### src/logic/sebs_pkg.sv
package sebs_pkg;

   ////////////////////////////////////////////////////////////////////////////
   // Timing
   localparam int CLK_PERIOD_NS = 4;
   localparam int WR_TIME_MS    = 5;
   // Longest time, so integer division rounds down
   localparam int WR_CYCLES     = WR_TIME_MS * 1000000 / CLK_PERIOD_NS;
   localparam int TIMER_W       = 21;

   ////////////////////////////////////////////////////////////////////////////
   // Control byte and address layout
   localparam logic [3:0] DEV_TYPE_DEFAULT = 4'h5;   // Arbitrary value
   localparam int         CTRL_TYPE_MSB    = 7;
   localparam int         CTRL_TYPE_LSB    = 4;
   localparam int         CTRL_CS_MSB      = 3;
   localparam int         CTRL_CS_LSB      = 1;
   localparam int         CTRL_RW_BIT      = 0;
   localparam int         ADDR_W           = 12;
   localparam int         ADDR_HI_MSB      = 3;
   localparam int         DATA_W           = 8;
   localparam int         CS_W             = 3;
   localparam int         PAGE_W           = 5;
   localparam int         PAGE_BYTES       = 32;
   localparam logic [1:0] PROT_QUARTER     = 2'h3;
   localparam logic [3:0] BIT_LAST         = 4'h8;
   localparam logic [3:0] TX_LAST          = 4'h7;
   localparam logic [5:0] DRAIN_END        = 6'h20;

   ////////////////////////////////////////////////////////////////////////////
   // Commit FIFO: chip select, word address, data
   localparam int FIFO_DEPTH = 16;
   localparam int FIFO_W     = CS_W + ADDR_W + DATA_W;

   typedef enum logic [2:0] {ST_IDLE, ST_RX, ST_ACK, ST_TX, ST_TXACK} sebs_bit_state_t;
   typedef enum logic [1:0] {PH_CTRL, PH_ADDRH, PH_ADDRL, PH_DATA} sebs_phase_t;

endpackage : sebs_pkg

### src/logic/sebs_fifo.sv
module sebs_fifo
   import sebs_pkg::*;
#(
   parameter int W     = FIFO_W,
   parameter int DEPTH = FIFO_DEPTH
)
(
   input  wire logic         clock,      // System clock
   input  wire logic         rst,        // Synchronous reset
   input  wire logic         in_valid,   // Write side valid
   output logic              in_ready,   // Write side has room
   input  wire logic [W-1:0] in_data,    // Write side word
   output logic              out_valid,  // Read side has a word
   input  wire logic         out_ready,  // Read side accepts
   output logic [W-1:0]      out_data    // Read side word
);

   localparam int PW = $clog2(DEPTH);

   typedef struct packed {
      logic [DEPTH-1:0][W-1:0] mem;
      logic [PW-1:0]           wptr;
      logic [PW-1:0]           rptr;
      logic [PW:0]             count;
   } sebs_fifo_state_t;

   sebs_fifo_state_t r;
   sebs_fifo_state_t n;
   logic             push;
   logic             pop;

   // Count is one bit wider than the pointers so that DEPTH itself fits
   assign in_ready  = (r.count != (PW+1)'(DEPTH));
   assign out_valid = (r.count != '0);
   assign out_data  = r.mem[r.rptr];

   always_comb
   begin
      n    = r;
      push = in_valid && in_ready;
      pop  = out_valid && out_ready;
      if (push)
      begin
         n.mem[r.wptr] = in_data;
         n.wptr        = r.wptr + PW'(1);
      end
      if (pop)
      begin
         n.rptr = r.rptr + PW'(1);
      end
      if (push && !pop)
      begin
         n.count = r.count + (PW+1)'(1);
      end
      else if (pop && !push)
      begin
         n.count = r.count - (PW+1)'(1);
      end
   end

   always_ff @(posedge clock)
   begin
      if (rst)
      begin
         r <= '0;
      end
      else
      begin
         r <= n;
      end
   end

endmodule : sebs_fifo

### src/logic/sebs_top.sv
////////////////////////////////////////////////////////////////////////////////
// Functional notes
// - SDA falling during SCL high is Start
// - SDA rising during SCL high is Stop
// - Data changes only while SCL low
// - One bit per SCL pulse, sampled high
// - Keep last thirty-two bytes, overwrite oldest
// - Acknowledge every byte on ninth clock
// - No acknowledge during programming cycle
// - Acknowledge holds SDA low through high
// - Master nack ends read; release SDA
// - Control byte: type, chip select, direction
// - Chip select bits must match pins
// - Direction bit one reads, zero writes
// - Two address bytes, high first, twelve used
// - Acknowledge only full match, then mode
// - Write protect blocks upper quarter writes
// - Chip select extends word address upward
// - Stop after write starts timed cycle
// - Protect sampled at Stop; blocked frees immediately
// - Writes increment only low five pointer bits; reads all twelve
// - Write cycle lasts five milliseconds, longer while the array stalls the drain
module sebs_top
   import sebs_pkg::*;
#(
   parameter logic [3:0] DEV_TYPE     = DEV_TYPE_DEFAULT,  // Arbitrary device type code
   parameter int         WRITE_CYCLES = WR_CYCLES          // Write cycle length in clocks
)
(
   input  wire logic                    clock,              // 250 MHz system clock
   input  wire logic                    rst,                // Synchronous reset, high
   input  wire logic                    scl_in,             // Serial clock pin
   input  wire logic                    sda_in,             // Serial data pin level
   output logic                         sda_out,            // Serial data drive value
   output logic                         sda_oe_n,           // Low while pulling SDA low
   input  wire logic                    chip_select_pin_0,  // Chip address pin 0
   input  wire logic                    chip_select_pin_1,  // Chip address pin 1
   input  wire logic                    chip_select_pin_2,  // Chip address pin 2
   input  wire logic                    write_protect,      // Upper quarter protect pin
   output logic [CS_W+ADDR_W-1:0]       rd_addr,            // Extended read address
   input  wire logic [DATA_W-1:0]       rd_data,            // Array data at rd_addr
   output logic                         busy,               // Write cycle in progress
   output logic                         wr_valid,           // Committed byte available
   input  wire logic                    wr_ready,           // Array takes committed byte
   output logic [FIFO_W-1:0]            wr_word             // Chip select, address, data
);

   typedef struct packed {
      logic                               scl_s1;
      logic                               scl_s2;
      logic                               scl_q;
      logic                               sda_s1;
      logic                               sda_s2;
      logic                               sda_q;
      logic                               wp_s1;
      logic                               wp_s2;
      logic [CS_W-1:0]                    cs_s1;
      logic [CS_W-1:0]                    cs_s2;
      sebs_bit_state_t                    st;
      sebs_phase_t                        ph;
      logic [3:0]                         cnt;
      logic [DATA_W-1:0]                  sh;
      logic                               rd_mode;
      logic                               nack;
      logic [ADDR_W-1:0]                  ptr;
      logic [PAGE_BYTES-1:0]              mask;
      logic [PAGE_BYTES-1:0][DATA_W-1:0]  pbuf;
      logic                               drain;
      logic [5:0]                         didx;
      logic                               busy;
      logic [TIMER_W-1:0]                 timer;
      logic                               sda_oe_n;
      logic [CS_W+ADDR_W-1:0]             rd_addr;
   } sebs_state_t;
   sebs_state_t       r;
   sebs_state_t       n;
   logic              rise_evt;
   logic              fall_evt;
   logic              start_evt;
   logic              stop_evt;
   logic              fifo_in_valid;
   logic              fifo_in_ready;
   logic [FIFO_W-1:0] fifo_in_data;
   logic              ctrl_match;
   logic              wp_block;

   ////////////////////////////////////////////////////////////////////////////
   // Edges and bus conditions from the second and third sample stages
   assign rise_evt  = r.scl_s2 && !r.scl_q;
   assign fall_evt  = !r.scl_s2 && r.scl_q;
   assign start_evt = r.scl_s2 && r.scl_q && r.sda_q && !r.sda_s2;
   assign stop_evt  = r.scl_s2 && r.scl_q && !r.sda_q && r.sda_s2;
   // Busy check covers the control byte too, which gives acknowledge polling
   assign ctrl_match = (r.sh[CTRL_TYPE_MSB:CTRL_TYPE_LSB] == DEV_TYPE)
                    && (r.sh[CTRL_CS_MSB:CTRL_CS_LSB] == r.cs_s2)
                    && !r.busy;
   // Protect level as sampled at this Stop; later toggles have no effect
   assign wp_block = r.wp_s2 && (r.ptr[ADDR_W-1:ADDR_W-2] == PROT_QUARTER);
   assign sda_out  = 1'b0;
   assign sda_oe_n = r.sda_oe_n;
   assign busy     = r.busy;
   assign rd_addr  = r.rd_addr;

   ////////////////////////////////////////////////////////////////////////////
   // Next state
   always_comb
   begin
      n             = r;
      n.scl_s1      = scl_in;
      n.scl_s2      = r.scl_s1;
      n.scl_q       = r.scl_s2;
      n.sda_s1      = sda_in;
      n.sda_s2      = r.sda_s1;
      n.sda_q       = r.sda_s2;
      n.wp_s1       = write_protect;
      n.wp_s2       = r.wp_s1;
      n.cs_s1       = {chip_select_pin_2, chip_select_pin_1, chip_select_pin_0};
      n.cs_s2       = r.cs_s1;
      fifo_in_valid = 1'b0;
      // Chip select on top makes the address contiguous across devices
      fifo_in_data  = {r.cs_s2, r.ptr[ADDR_W-1:PAGE_W], r.didx[PAGE_W-1:0],
                       r.pbuf[r.didx[PAGE_W-1:0]]};
      if (start_evt)
      begin
         n.st       = ST_RX;
         n.ph       = PH_CTRL;
         n.cnt      = 4'h0;
         n.sda_oe_n = 1'b1;
      end
      else if (stop_evt)
      begin
         n.st       = ST_IDLE;
         n.sda_oe_n = 1'b1;
         if (r.ph == PH_DATA && !r.rd_mode && (r.mask != '0))
         begin
            if (wp_block)
            begin
               n.mask = '0;
            end
            else
            begin
               n.drain = 1'b1;
               n.didx  = 6'h00;
               n.busy  = 1'b1;
               n.timer = TIMER_W'(WRITE_CYCLES);
            end
         end
      end
      else
      begin
         case (r.st)
            ST_RX:
            begin
               if (rise_evt)
               begin
                  n.sh  = {r.sh[DATA_W-2:0], r.sda_s2};
                  n.cnt = r.cnt + 4'h1;
               end
               else if (fall_evt && r.cnt == BIT_LAST)
               begin
                  n.cnt      = 4'h0;
                  n.st       = ST_ACK;
                  n.sda_oe_n = 1'b0;
                  case (r.ph)
                     PH_CTRL:
                     begin
                        n.rd_mode = r.sh[CTRL_RW_BIT];
                        n.ph      = PH_ADDRH;
                        if (!ctrl_match)
                        begin
                           n.st       = ST_IDLE;
                           n.sda_oe_n = 1'b1;
                        end
                     end
                     PH_ADDRH:
                     begin
                        // Upper four bits of the high byte are ignored
                        n.ptr[ADDR_W-1:DATA_W] = r.sh[ADDR_HI_MSB:0];
                        n.ph                   = PH_ADDRL;
                     end
                     PH_ADDRL:
                     begin
                        n.ptr[DATA_W-1:0] = r.sh;
                        n.mask            = '0;
                        n.ph              = PH_DATA;
                     end
                     default:
                     begin
                        // Slot follows the pointer, so byte 33 lands on byte 1
                        n.pbuf[r.ptr[PAGE_W-1:0]] = r.sh;
                        n.mask[r.ptr[PAGE_W-1:0]] = 1'b1;
                        n.ptr[PAGE_W-1:0] = r.ptr[PAGE_W-1:0] + PAGE_W'(1);
                     end
                  endcase
               end
            end
            ST_ACK:
            begin
               if (fall_evt)
               begin
                  n.sda_oe_n = 1'b1;
                  if (r.rd_mode)
                  begin
                     n.sh       = rd_data;
                     n.sda_oe_n = rd_data[DATA_W-1];
                     n.ptr      = r.ptr + ADDR_W'(1);
                     n.cnt      = 4'h0;
                     n.st       = ST_TX;
                  end
                  else
                  begin
                     n.st = ST_RX;
                  end
               end
            end
            ST_TX:
            begin
               if (fall_evt)
               begin
                  n.cnt = r.cnt + 4'h1;
                  n.sh  = {r.sh[DATA_W-2:0], 1'b0};
                  if (r.cnt == TX_LAST)
                  begin
                     n.sda_oe_n = 1'b1;
                     n.st       = ST_TXACK;
                  end
                  else
                  begin
                     n.sda_oe_n = r.sh[DATA_W-2];
                  end
               end
            end
            ST_TXACK:
            begin
               if (rise_evt)
               begin
                  n.nack = r.sda_s2;
               end
               else if (fall_evt)
               begin
                  if (r.nack)
                  begin
                     n.st       = ST_IDLE;
                     n.sda_oe_n = 1'b1;
                  end
                  else
                  begin
                     n.sh       = rd_data;
                     n.sda_oe_n = rd_data[DATA_W-1];
                     n.ptr      = r.ptr + ADDR_W'(1);
                     n.cnt      = 4'h0;
                     n.st       = ST_TX;
                  end
               end
            end
            default:
            begin
               n.st = ST_IDLE;
            end
         endcase
      end
      // Commit drains the page buffer; array back-pressure stretches busy
      if (r.drain)
      begin
         if (r.didx == DRAIN_END)
         begin
            n.drain = 1'b0;
            n.mask  = '0;
         end
         else if (!r.mask[r.didx[PAGE_W-1:0]])
         begin
            n.didx = r.didx + 6'h01;
         end
         else
         begin
            fifo_in_valid = 1'b1;
            if (fifo_in_ready)
            begin
               n.didx = r.didx + 6'h01;
            end
         end
      end
      if (r.timer != '0)
      begin
         n.timer = r.timer - TIMER_W'(1);
      end
      else if (!r.drain && !n.drain)
      begin
         n.busy = 1'b0;
      end
      n.rd_addr = {r.cs_s2, n.ptr};
   end

   always_ff @(posedge clock)
   begin
      if (rst)
      begin
         r          <= '0;
         r.sda_oe_n <= 1'b1;
      end
      else
      begin
         r <= n;
      end
   end

   ////////////////////////////////////////////////////////////////////////////
   // Commit buffer toward the array
   sebs_fifo #(
      .W     (FIFO_W),
      .DEPTH (FIFO_DEPTH)
   ) u_fifo (
      .clock     (clock),
      .rst       (rst),
      .in_valid  (fifo_in_valid),
      .in_ready  (fifo_in_ready),
      .in_data   (fifo_in_data),
      .out_valid (wr_valid),
      .out_ready (wr_ready),
      .out_data  (wr_word)
   );
endmodule : sebs_top

### config.mk
export PLATFORM = sky130hd
export DESIGN_NAME = sebs_top
export DESIGN_NICKNAME = d
export VERILOG_FILES = /design/src/logic/sebs_pkg.sv /design/src/logic/sebs_fifo.sv /design/src/logic/sebs_top.sv
export SDC_FILE = /design/constraint.sdc
export NUM_CORES = 2
export LEC_CHECK = 0
export BUFFER_PORTS_ARGS = -buffer_cell sky130_fd_sc_hd__buf_2
export CAP_MARGIN = 30
export CORE_MARGIN = 5
export CORE_UTILIZATION = 50
export DETAILED_ROUTE_END_ITERATION = 10
export PLACE_DENSITY = 0.65
export SYNTH_ARGS = -nofsm -noshare
export SYNTH_HDL_FRONTEND = slang
export SYNTH_SLANG_ARGS = --single-unit
### constraint.sdc
create_clock -name clock -period 5.3 [get_ports clock]
set_input_delay 0.265 -clock clock [delete_from_list [all_inputs] [get_ports clock]]
set_output_delay 0.265 -clock clock [all_outputs]
set_load 0.02 [all_outputs]
Word-level counts from Yosys, hierarchy flattened. Cells that the tools add are included.

Add/sub/neg operators: 9. Bitwise operators: 5. Muxes and demuxes: 98. Reduce and logical (&&, ||, !) cells: 52. Eq/ne operators: 35. Order comparisons: 6.

Operators by type and width (count): 300-bit two-way mux (2); 256-bit two-way mux (2); 368-bit bitwise mux (1); 329-bit two-way mux (1); 288-bit two-way mux (1); 256-bit bitwise mux (1); 32-bit two-way mux (5); 12-bit two-way mux (11); 23-bit binary-select mux with 4-bit select (1); 23-bit demux with 4-bit select (1); 29-bit two-way mux (3); 37-bit case mux with 2 select lines (1); 12-bit case mux with 4 select lines (1); 23-bit two-way mux (2); 9-bit two-way mux (5); 8-bit binary-select mux with 5-bit select (1); 8-bit demux with 5-bit select (1); 12-bit case mux with 3 select lines (1); 32-bit OR (1); 32-bit nonzero test (1); 28-bit two-way mux (1); 4-bit inequality test (second input constant) (7); 1-bit two-way mux (26); 8-bit two-way mux (3); 51 further kinds (125).

Input bits: 17. Word-level logic and storage cells: 281. Register bits after elaboration: 759. Output and inout bits: 42.

Logic depth before layout (Yosys ltp).
Word-level depth: 22. Gate-level depth with buffers: 20. Depth with buffers taken out: 14.

Hierarchy. From an unflattened synthesis, not the netlist that was laid out.

Cell total of the unflattened synthesis: 3456. Area, all modules: 34132.7 µm².

By module, submodules not included: sebs_top (cells an instance 1948, area an instance 17132.7 µm², instances 1, sequential area each 7327.0 µm²); sebs_fifo (cells an instance 1508, area an instance 17000.1 µm², instances 1, sequential area each 7627.3 µm²).

Worst setup path before layout. OpenSTA, ideal clock, no wires.

Path type: reg-to-reg. From: register r (netlist bit fifo_in_data[9]). To: register u_fifo.r[4] in the netlist's numbering. Setup slack: 0.890 ns. Setup time: 0.070 ns. Required time: 5.230 ns. Stages on the path, launching flop included: 20. Path buffers: 6. Clock period less this slack: 4.410 ns. Data arrival time: 4.339 ns. Cells stage by stage: dfxtp_1 buf_6 buf_2 buf_2 buf_2 buf_1 inv_1 ha_1 a31oi_2 clkbuf_1 nand2_1 nor3_1 ha_1 inv_1 fa_1 a21o_1 a21oi_1 xnor2_1 or3_1 a21oi_1.

Longest elaborated chain between the ends: 9. Elaborated cells on any way between the ends: 12. Classes of those cells: eq/ne: 1; mux: 6; reduce/logical: 5.

RTL lines: from (decl) (RTL line sebs_top.sv:75) `sebs_state_t r;`; from (signal assigned) (RTL line sebs_top.sv:303) `r <= n;`; 1-bit binary-select mux with 5-bit select (RTL line sebs_top.sv:270) `else if (!r.mask[r.didx[PAGE_W-1:0]])`; 1-bit two-way mux (not written as such) (RTL line sebs_top.sv:270); 1-bit two-way mux (RTL line sebs_top.sv:270); 1-bit two-way mux (*) (RTL line sebs_top.sv:265) `if (r.didx == DRAIN_END)`; 1-bit two-way mux (*) (RTL line sebs_top.sv:263) `if (r.drain)`; 1-bit logical AND (*) (RTL line sebs_fifo.sv:40) `push = in_valid && in_ready;`; via u_fifo.push (RTL line sebs_fifo.sv:29) `logic push;`; 1-bit logical NOT (RTL line sebs_fifo.sv:55) `else if (pop && !push)`; 1-bit logical AND (RTL line sebs_fifo.sv:55); 2-bit nonzero test (no source line); to (signal assigned) (RTL line sebs_fifo.sv:69) `r <= n;`; to (decl) (RTL line sebs_fifo.sv:27) `sebs_fifo_state_t r;`.

Mark *: on every way through the listed nets, which the timed path passes. The rest lies on a longest branch. The select of a mux whose other input is x is not followed. A chain may end at the register's enable or synchronous reset.

Final worst setup path.
From: register r (netlist bit fifo_in_data[8]). To: register u_fifo.r[65] in the netlist's numbering.

Longest elaborated chain between the ends: 6. Elaborated cells on any way between the ends: 10. Classes of those cells: eq/ne: 1; mux: 8; reduce/logical: 1.

RTL lines (RTL line): 1-bit binary-select mux with 5-bit select (sebs_top.sv:270); 1-bit two-way mux (not written as such) (sebs_top.sv:270); 1-bit two-way mux (sebs_top.sv:270); 1-bit two-way mux (sebs_top.sv:265); 1-bit two-way mux (sebs_top.sv:263); 1-bit logical AND (sebs_fifo.sv:40).

Parallel ways exist; a longest one is shown, timed or not. The select of a mux whose other input is x is not followed.

==> run metrics <==
run status=finished clean; crit path time final=4.12 ns; worst reg2reg path endpoint=u_fifo.r[65]; first-pass iteration count of the detailed router=5; via count=25743; CTS Buffer Depth=3; largest family of logic cells by synthesized area=multiplexers; starting density of the core=0.504; Cells after Synth=~3400; Simple-Gate Fraction of Synth Area=0.167; maximum clock frequency=243 MHz; mux cell area share after synthesis=0.249; Pins Over Slew Limit=0; vias in the first global route=25290; Max-Cap Viols=0; WHS Endpoint=r[347]; adder-cell area share of the yosys netlist=0.00946; Post-Syn Area=33800 um^2; root buf cell=clkbuf_16; WP data required=approximately 5.7 ns; sequential fraction of the synthesis area=0.442; Synthesis Warnings=0; fin nets=3354; first-pass GRT wire length=~140000 um; Setup TNS=0 ns; Slew Limit Headroom=0.329; initial antenna violation count=2; Resize count post-CTS=0; r2r startpoint=fifo_in_data[8]; Routed WL=92400 um; Layout Skew=0.0243 ns; Peak supply drop=~0.26 mV; crit path buf inv count=2; Setup CP Type=reg -> reg; cts bufs inserted=between 70 and 80; post-synthesis compound-gate area fraction=0.0755; GR Overflow Total=0; All-Layer GR Usage=0.244; Crit Path Max Fanout=39; Final ANT Viol Nets=0; DRC=0; ys flop type=dfxtp_1; pre-CTS setup slack=1.21 ns; area of the multi-input gates=17200 um^2; Non-Filler Instances=about 4200; Crit path largest cell delay=0.77 ns; reg2reg path depth=6; RSZ-0062 raised after global routing=no; Leakage=~0.013 uW; Cell Chain, Critical Path=buf_4, buf_4, mux4_2, mux4_2, a22oi_2, o21ai_0; Clock Sink Count=747; DP Wirelength=56500 um; placer congestion estimate=around 0.9; Die Area=around 73000 um^2; clk_lat worst skew=0.62 ns; syn_nets=between 3000 and 4000; Synth Area in XOR/XNOR=0.00647; H-tree depth=3; family with the most delay on the worst path=buffers and inverters; period utilisation layout=0.777; FF+latch count, synth=747; Async SR Flop Fraction=0; EDFF count, synth=0; placed instance count=roughly 4100; Avg Vias per Cell=6.06; register area=15000 um^2; # fillers=5742; Avg WL per Cell=21.8 um; Clock transition at path regs=0.06 ns; origin of the worst min-delay path=rd_data[0]; TritonCTS clock tree=done; CP startpoint kind=register; Power Dens Cells=359 nW/um^2; count of cell types in the netlist=75; Slowest-stage cell, CP=a22oi_2; drt first-iter violations=2411; Area Overhead vs Synth=9.37%; Port Buffer Count=57; endpoints failing setup=0; Min Hold Slack=about 0.048 ns; num rows=95; HP Class=in -> reg; final worst slack=around 1.2 ns; largest net degree at the start of global routing=186; core area=67200 um^2; crit path DAT=approximately 4.6 ns; I/O pin count=59; Hold Crit Depth=3; Die H=270 um; crit end category=register; synthesized area per cell=9.84 um^2; Die Width=270 um; R2R Setup Slk=around 1.2 ns; endpoints failing hold=0; slew at the pin closest to its max-slew limit=approximately 1 ns; share of layout cells above drive strength 1=0.153
## flip-flops by register name (all words and copies together) (netlist names)
name          flops
busy              1
fifo_in_data     14
n                 8
r               338
rd_addr           4
sda_oe_n          1
u_fifo.r        381
## synth_stat cells (all sizes together) (11+ instances only)
| library cell | number | area share |
|---|---|---|
| and3 | 14 | 0.0026 |
| nor2b | 25 | 0.0046 |
| nor3 | 38 | 0.0095 |
| a21oi | 287 | 0.042 |
| nand2b | 13 | 0.0024 |
| a31oi | 13 | 0.0026 |
| nor4 | 19 | 0.0039 |
| mux4 | 201 | 0.13 |
| ha | 24 | 0.0089 |
| inv | 21 | 0.0023 |
| o21ai | 58 | 0.0086 |
| mux2i | 385 | 0.11 |
| nand3 | 274 | 0.041 |
| a22oi | 20 | 0.0056 |
| nand4 | 20 | 0.0037 |
| xnor2 | 15 | 0.0039 |
| or4 | 11 | 0.0028 |
| dfxtp | 747 | 0.44 |
| nor2 | 386 | 0.043 |
| nand2 | 399 | 0.044 |
| buf | 146 | 0.026 |
| clkbuf | 199 | 0.022 |
## per-stage QoR
| stage | area, um^2 | util | total power [uW] |
|---|---|---|---|
| 2_1_floorplan | 33800 | - | 7280 |
| 3_3_place_gp | 34200 | 0.509 | 7690 |
| 3_5_place_dp | 34200 | 0.509 | 7730 |
| 4_1_cts | 37000 | 0.551 | 13400 |
| 5_1_grt | 37000 | 0.551 | 13800 |
| 6_report | 37000 | 0.551 | 13300 |
## final cells by class
type | instances | area share
Tap cell | 873 | 0.0295
Multi-Input combinational cell | 2327 | 0.466
Clock inverter | 29 | 0.0103
Inverter | 21 | 0.00220
Antenna cell | 1 | 0.0000676
Timing Repair Buffer | 137 | 0.0261
Sequential cell | 747 | 0.404
Clock buffer | 112 | 0.0619
## cells in the final DEF (no fill, tap or decap), types with 8 or more instances in the layout
| master | count |
|---|---|
| nor3_4 | 14 |
| o21ai_0 | 58 |
| and3_1 | 10 |
| nor2b_1 | 25 |
| buf_2 | 56 |
| nor4_1 | 16 |
| mux2i_1 | 385 |
| xor2_1 | 10 |
| nor3_1 | 23 |
| nand2b_1 | 13 |
| a22oi_1 | 12 |
| nor2_1 | 384 |
| a21oi_1 | 287 |
| clkbuf_8 | 21 |
| inv_1 | 20 |
| a31oi_1 | 12 |
| a211oi_1 | 10 |
| buf_4 | 64 |
| bufinv_16 | 8 |
| nand4_1 | 20 |
| clkinv_2 | 13 |
| a22oi_2 | 8 |
| nand3_1 | 274 |
| xnor2_1 | 15 |
| nand2_1 | 399 |
| dfxtp_1 | 740 |
| ha_1 | 24 |
| dlygate4sd3_1 | 13 |
| mux4_2 | 199 |
| a311oi_1 | 10 |
| clkbuf_16 | 78 |
| clkbuf_1 | 13 |
## repair_timing
| action | in CTS | in global routing |
|---|---|---|
| hold endpoints to repair | 13 | 0 |
| buffers inserted | 0 | 0 |
| hold buffers | 13 | 0 |
## tightest hold or removal path: stages
cell      delay [ns]
buf_2           0.09
a22oi_1         0.16
a211oi_1        0.09
## worst max path at each step
stage                        end              from  cells after the start  slack [ns]
finish              u_fifo.r[65]   fifo_in_data[8]                      6        1.18
global placement     u_fifo.r[4]  fifo_in_data[10]                     13        1.35
global route        u_fifo.r[13]   fifo_in_data[8]                      6        0.91
detailed placement  u_fifo.r[65]   fifo_in_data[8]                      6        1.21
floorplan            u_fifo.r[4]   fifo_in_data[9]                     19        0.89
CTS                 u_fifo.r[65]   fifo_in_data[8]                      6        1.19
## report_power, final
| part | switching [uW] | leakage, uW | internal (uW) |
|---|---|---|---|
| logic | 1080 | 0.00528 | 610 |
| clock network | 2270 | 0.00132 | 3400 |
| registers | 204 | 0.00603 | 5730 |
| total | 3560 | 0.0126 | 9740 |
## layer usage
layer  up-vias  GRT usage  routed length (um)
met5         -          0                  13
met4         2     0.0919                3440
met3       237     0.0481                6610
met2       977      0.399               43800
met1     12627      0.323               38500
li1      11900          -                   -
## logic make-up (layout without fill, tap and decap cells)
group           Yosys count  after routing
mux                     589            589
other cells               1              2
simple gates           1243           1243
fa+ha+maj                25             25
compound gates          444            444
buf+inv                 366            299
xor+xnor                 25             25
flops                   747            747
Power figures use the tool's default switching activity.
